===== config.mk =====
export PLATFORM = sky130hd
export DESIGN_NAME = skip_exec
export DESIGN_NICKNAME = d
export VERILOG_FILES = /design/src/skip_exec_pkg.sv /design/src/skip_exec.sv /design/src/skip_cond_unit.sv
export VERILOG_INCLUDE_DIRS = /design/src
export SDC_FILE = /design/constraint.sdc
export NUM_CORES = 1
export LEC_CHECK = 0
export ABC_AREA = 1
export BUFFER_PORTS_ARGS = -buffer_cell sky130_fd_sc_hd__buf_2
export CELL_PAD_IN_SITES_DETAIL_PLACEMENT = 2
export CELL_PAD_IN_SITES_GLOBAL_PLACEMENT = 2
export CORE_AREA = 2 2 62 87
export CTS_CLUSTER_DIAMETER = 100
export DETAILED_ROUTE_END_ITERATION = 16
export DIE_AREA = 0 0 64 89
export PLACE_DENSITY_LB_ADDON = 0.1
export SETUP_SLACK_MARGIN = 0.4
export SYNTH_ARGS = -nofsm -noshare
export SYNTH_HDL_FRONTEND = slang
export SYNTH_SLANG_ARGS = --single-unit

===== constraint.sdc =====
create_clock -name I_CLK_SYS -period 0.8 [get_ports I_CLK_SYS]
set_clock_uncertainty 0.05 [all_clocks]
set_input_delay 0.12 -clock I_CLK_SYS [delete_from_list [all_inputs] [get_ports I_CLK_SYS]]
set_output_delay 0.12 -clock I_CLK_SYS [all_outputs]
set_load 0.02 [all_outputs]

===== src/skip_exec_defines.svh =====
// Timing counts and field widths for the conditional skip executor.
`ifndef SKIP_EXEC_DEFINES_SVH
`define SKIP_EXEC_DEFINES_SVH
`define DATA_W 8
`define BIT_SEL_W 3
`define NOSKIP_CYCLES 2
`define SKIP_CYCLES 3
`define BYTE_ONE 8'h01
`define BYTE_ZERO 8'h00
`endif


===== src/skip_exec_pkg.sv =====
// Types shared by the conditional skip executor.
package skip_exec_pkg;
  typedef enum logic [1:0] {
    OP_NONE,
    OP_INC_MEM_SKIP_ZERO,
    OP_INC_TO_ACC_SKIP_ZERO,
    OP_SKIP_IF_BIT_SET
  } op_e;
endpackage


===== src/skip_exec.sv =====
// Execution sequencer for the increment and bit-test skip instructions.
// Contract
// - Increment-memory op adds one to addressed byte and writes it back.
// - On skip, discard next instruction with dummy cycle; three cycles.
// - Non-zero increment result means no skip; next instruction runs.
// - Increment-to-accumulator op loads byte plus one; memory untouched.
// - Increment-to-accumulator op skips exactly when new value is zero.
// - Bit-test op skips when the selected memory bit is one.
`include "skip_exec_defines.svh"
module skip_exec #(
  parameter int DW = `DATA_W
) (
  input wire logic I_CLK_SYS,
  input wire logic I_NRST,
  input wire logic i_START,
  input wire skip_exec_pkg::op_e i_OP,
  input wire logic [`BIT_SEL_W-1:0] i_BIT_SEL,
  input wire logic [DW-1:0] i_MEM_RDATA,
  output logic o_BUSY,
  output logic o_MEM_WE,
  output logic [DW-1:0] o_MEM_WDATA,
  output logic o_ACC_WE,
  output logic [DW-1:0] o_ACC_WDATA,
  output logic o_DISCARD,
  output logic o_DONE,
  output logic o_FLAGS_WE
);
  // ****************************************
  // Reset release
  // ****************************************
  logic rst_meta_ff;
  logic rst_sync_ff;
  always_ff @(posedge I_CLK_SYS or negedge I_NRST) begin
    if (!I_NRST) begin
      rst_meta_ff <= 1'b0;
      rst_sync_ff <= 1'b0;
    end else begin
      rst_meta_ff <= 1'b1;
      rst_sync_ff <= rst_meta_ff;
    end
  end
  wire rst_n = rst_sync_ff;

  // ****************************************
  // Sequencer
  // ****************************************
  typedef enum logic [1:0] {ST_IDLE, ST_EXEC, ST_DUMMY} state_e;
  state_e state_ff;
  state_e nxt_state;
  skip_exec_pkg::op_e op_ff;
  logic [`BIT_SEL_W-1:0] bit_ff;
  logic [DW-1:0] result;
  logic skip;

  skip_cond_unit #(.DW(DW)) u_cond (
    .i_op(op_ff),
    .i_mem_data(i_MEM_RDATA),
    .i_bit_sel(bit_ff),
    .o_result(result),
    .o_skip(skip)
  );

  // Cycle one latches the op; cycle two reads memory and decides; a skip
  // adds a third, dummy cycle while the following word is fetched.
  always_comb begin
    nxt_state = state_ff;
    case (state_ff)
      ST_IDLE: begin
        if (i_START) begin
          nxt_state = ST_EXEC;
        end
      end
      ST_EXEC: begin
        nxt_state = skip ? ST_DUMMY : ST_IDLE;
      end
      ST_DUMMY: begin
        nxt_state = ST_IDLE;
      end
      default: begin
        nxt_state = ST_IDLE;
      end
    endcase
  end

  always_ff @(posedge I_CLK_SYS or negedge rst_n) begin
    if (!rst_n) begin
      state_ff <= ST_IDLE;
      op_ff <= skip_exec_pkg::OP_NONE;
      bit_ff <= '0;
    end else begin
      state_ff <= nxt_state;
      if (state_ff == ST_IDLE && i_START) begin
        op_ff <= i_OP;
        bit_ff <= i_BIT_SEL;
      end
    end
  end

  // ****************************************
  // Outputs
  // ****************************************
  wire in_exec = (state_ff == ST_EXEC);
  always_ff @(posedge I_CLK_SYS or negedge rst_n) begin
    if (!rst_n) begin
      o_BUSY <= 1'b0;
      o_MEM_WE <= 1'b0;
      o_MEM_WDATA <= '0;
      o_ACC_WE <= 1'b0;
      o_ACC_WDATA <= '0;
      o_DISCARD <= 1'b0;
      o_DONE <= 1'b0;
      o_FLAGS_WE <= 1'b0;
    end else begin
      o_BUSY <= (nxt_state != ST_IDLE);
      o_MEM_WE <= in_exec &&
        op_ff == skip_exec_pkg::OP_INC_MEM_SKIP_ZERO;
      o_ACC_WE <= in_exec &&
        op_ff == skip_exec_pkg::OP_INC_TO_ACC_SKIP_ZERO;
      if (in_exec) begin
        o_MEM_WDATA <= result;
        o_ACC_WDATA <= result;
      end
      o_DISCARD <= in_exec && skip;
      o_DONE <= (in_exec && !skip) || state_ff == ST_DUMMY;
      // Flags never change here, so the status write is held off.
      o_FLAGS_WE <= 1'b0;
    end
  end
endmodule // skip_exec


===== src/skip_cond_unit.sv =====
// Combinational result and skip decision for the three skip instructions.
`include "skip_exec_defines.svh"
module skip_cond_unit #(
  parameter int DW = `DATA_W
) (
  input wire skip_exec_pkg::op_e i_op,
  input wire logic [DW-1:0] i_mem_data,
  input wire logic [`BIT_SEL_W-1:0] i_bit_sel,
  output logic [DW-1:0] o_result,
  output logic o_skip
);
  always_comb begin
    o_result = i_mem_data + DW'(`BYTE_ONE);
    o_skip = 1'b0;
    case (i_op)
      skip_exec_pkg::OP_INC_MEM_SKIP_ZERO: begin
        o_skip = (o_result == DW'(`BYTE_ZERO));
      end
      skip_exec_pkg::OP_INC_TO_ACC_SKIP_ZERO: begin
        o_skip = (o_result == DW'(`BYTE_ZERO));
      end
      skip_exec_pkg::OP_SKIP_IF_BIT_SET: begin
        o_skip = i_mem_data[i_bit_sel];
      end
      default: begin
        o_skip = 1'b0;
      end
    endcase
  end
endmodule // skip_cond_unit


==> metrics.cfg <==
[synthesis]
yosysTopAreaCellShare_pct=46.7
synthArstFlopShare_pct=100
ys.flop_type=dfrtp_1
ys_types=20
postSynthCellCount=147
synth_area_sq_um=1180
synth_area_leader_cell=dfrtp_1
synth.area.top_cells=dfrtp_1 (47%), nand2_1 (13%), ha_1 (6.4%), inv_1 (6.0%), buf_4 (5.7%)
yosysWarnings=0
ys_ff_latch=22
synth_edf_count=0
ys_seq_area_share_pct=46.7
synth_nets=169
synth.avg_cell_area_sq_um=8.03

[layout]
postLayoutCoreUtil_pct=43.3
stdcell_area_sq_um=2100
nNetsFinal=243
multi_input_area_sq_um=584
synthToLayoutAreaGrowth_pct=77.8
layout_common_cells=buf_4 (32), nand2_1 (31), buf_6 (26), buf_2 (15)
final_common_cell=buf_4
layout-drive-gt1-share_pct=60.0
ff_latch_area_sq_um=562
fillers=532
antenna_cells=0

[critical_path]
critPathKind=register to register
worstSetupStartpointType=register
cp_max_fo=2
crit_path_end=o_DONE
r2r_slack_ns=-0.66
cp_top_family=simple AND/OR/NAND/NOR gates
reg2reg_to=o_DONE
cp_slowest_cell=dfrtp_1
crit_chain=inv_2 -> ha_4 -> nand2_2 -> nor2_2 -> nand3_2 -> nor2_2 -> nand2_1 -> nand2_2 -> nand2_1 -> nand2_1 -> nand2_1
crit_buf_inv=1
path_depth=11
crit_path_end_kind=register
cp_slowest_stage_delay_ns=0.37
critPathMostFrequentCell=nand2_1
crit_path_start=op_ff[1]
r2r_start=op_ff[1]
cp.arrival_ns=1.59
rr_worst_depth=11
cp.required_ns=0.92

[global_route]
grt_pass1_vias=1367
track_usage_pct=14.8
overflow=0
grt_antenna_before_repair=0
grt_pass1_wl_um=6400
grt_max_degree=13

[routing]
routed_via_density=4.34
drt_iter0_drc=40
first_pass_iters=4
ant_nets=0
wl_um=3780
wire_per_inst_um=13.3
num_vias=1233
drc_errors=0

[job]
maxCapViolations=0

[clocking]
cts.sinks=22
clkTransAtPathRegs_ns=0.08
insertion_delay_ns=0.27
cts_tree=done
cts_max_path_buffers=2
clock-root-buffer=clkbuf_8
cts_made_buffers=3
h-tree-depth=1

[sta]
slew_violations=0
worst_hold_slack_ns=-0.00330
fin_crit_sh_pct=183
hold_viol_final=1
fmaxAchievable_mhz=683
finalWorstPathRequiredPeriod_ns=1.46
tns_ns=-11.00
rsz0062_at_grt=yes
setup_viol=41
worst_slack_ns=-0.664

[power]
power_leakage_nw=1.06
p_per_area_nw_per_um2=1860
ir_drop_mv=1.05

[placement]
globalplace.congestion=0.755
placed_area_sq_um=1610
place_hpwl_um=2780
portBuffers=36

[die]
initial_core_util_pct=24.4
coreArea_sq_um=4840
die_w_um=64
die_h_um=89
io_pins=38
fp-row-count=30
die_area_sq_um=5700

[run_status]
failed_checks=hold timing, setup timing
status=complete, but fails checks

[worst_hold_path]
min_path_type=primary input to register
min_from=i_BIT_SEL[0]

## final cells by class
type                       count  area share (%)
timing repair buffer          78            33.5
timing repair inverter         2           0.775
tap                           64            3.82
clock buffer                   4            2.62
inverter                      22            4.65
multi-input combinational     92            27.8
sequential                    22            26.8
## where the power goes
group,switching (W),internal [W]
combinational,0.000773,0.000856
sequential,0.000153,0.00128
clock,0.000396,0.000440
total,0.00132,0.00257
## synth_stat cells (2+ instances only)
cell / count
a31oi_1: 4
ha_1: 6
o21ai_0: 9
dfrtp_1: 22
nand3_1: 7
buf_4: 9
nand3_2: 2
nand4_1: 2
o211ai_1: 2
buf_2: 2
inv_1: 19
conb_1: 2
inv_2: 2
nand2_1: 41
o21ai_2: 2
nor2_1: 12
## sequential cells by signal (all words and copies together) (netlist names)
name,flops
o_ACC_WDATA,8
rst_n,1
o_MEM_WE,1
o_BUSY,1
op_ff,2
bit_ff,3
rst_meta_ff,1
o_DONE,1
o_DISCARD,1
o_ACC_WE,1
state_ff,2
## tightest hold or removal path, delay by kind of cell
| family | cells | cell delay, ns |
|---|---|---|
| buffers and inverters | 1 | 0.08 |
| and+or+nand+nor | 2 | 0.08 |
## how the worst min path moves through the flow
stage	to	slack, ns	depth (start not counted)
floorplan	rst_meta_ff	-0.23	0
global placement	rst_meta_ff	-0.14	1
detailed placement	rst_meta_ff	-0.14	1
CTS	bit_ff[0]	-0.02	3
global route	bit_ff[0]	-0.002	3
finish	bit_ff[0]	-0.003	3
## logic make-up after synthesis
| logic type | after synthesis | synth area share [%] |
|---|---|---|
| compound gates | 18 | 9.12 |
| fa+ha+maj | 6 | 6.36 |
| buf+inv | 33 | 13.6 |
| flops | 22 | 46.7 |
| other cells | 2 | 0.637 |
| simple gates | 66 | 23.6 |
## per-stage QoR
step / std cells / power, W / setup slack (ns)
detailed placement: 262 / 0.00251 / -0.708
finish: 284 / 0.00390 / -0.664
global route: 284 / 0.00415 / -0.808
CTS: 283 / 0.00395 / -0.701
global placement: 262 / 0.00246 / -0.624
floorplan: 147 / 0.00215 / -0.540
## metal layers
| metal | up-vias | GRT usage, % | wire (um) |
|---|---|---|---|
| met4 | 0 | 5.93 | 67 |
| met5 | - | 0 | 0 |
| met3 | 5 | 2.02 | 104 |
| met1 | 613 | 15.9 | 1370 |
| met2 | 20 | 29.1 | 2240 |
| li1 | 595 | - | - |
## what timing repair did
action	in CTS	in global routing
resized for setup	75	11
hold endpoints to repair	4	0
pin swaps	5	2
hold buffers	1	0
gates cloned	3	1
buffers inserted	13	0
endpoints found under the setup margin	50	62
(Power assumes the default switching activity.)
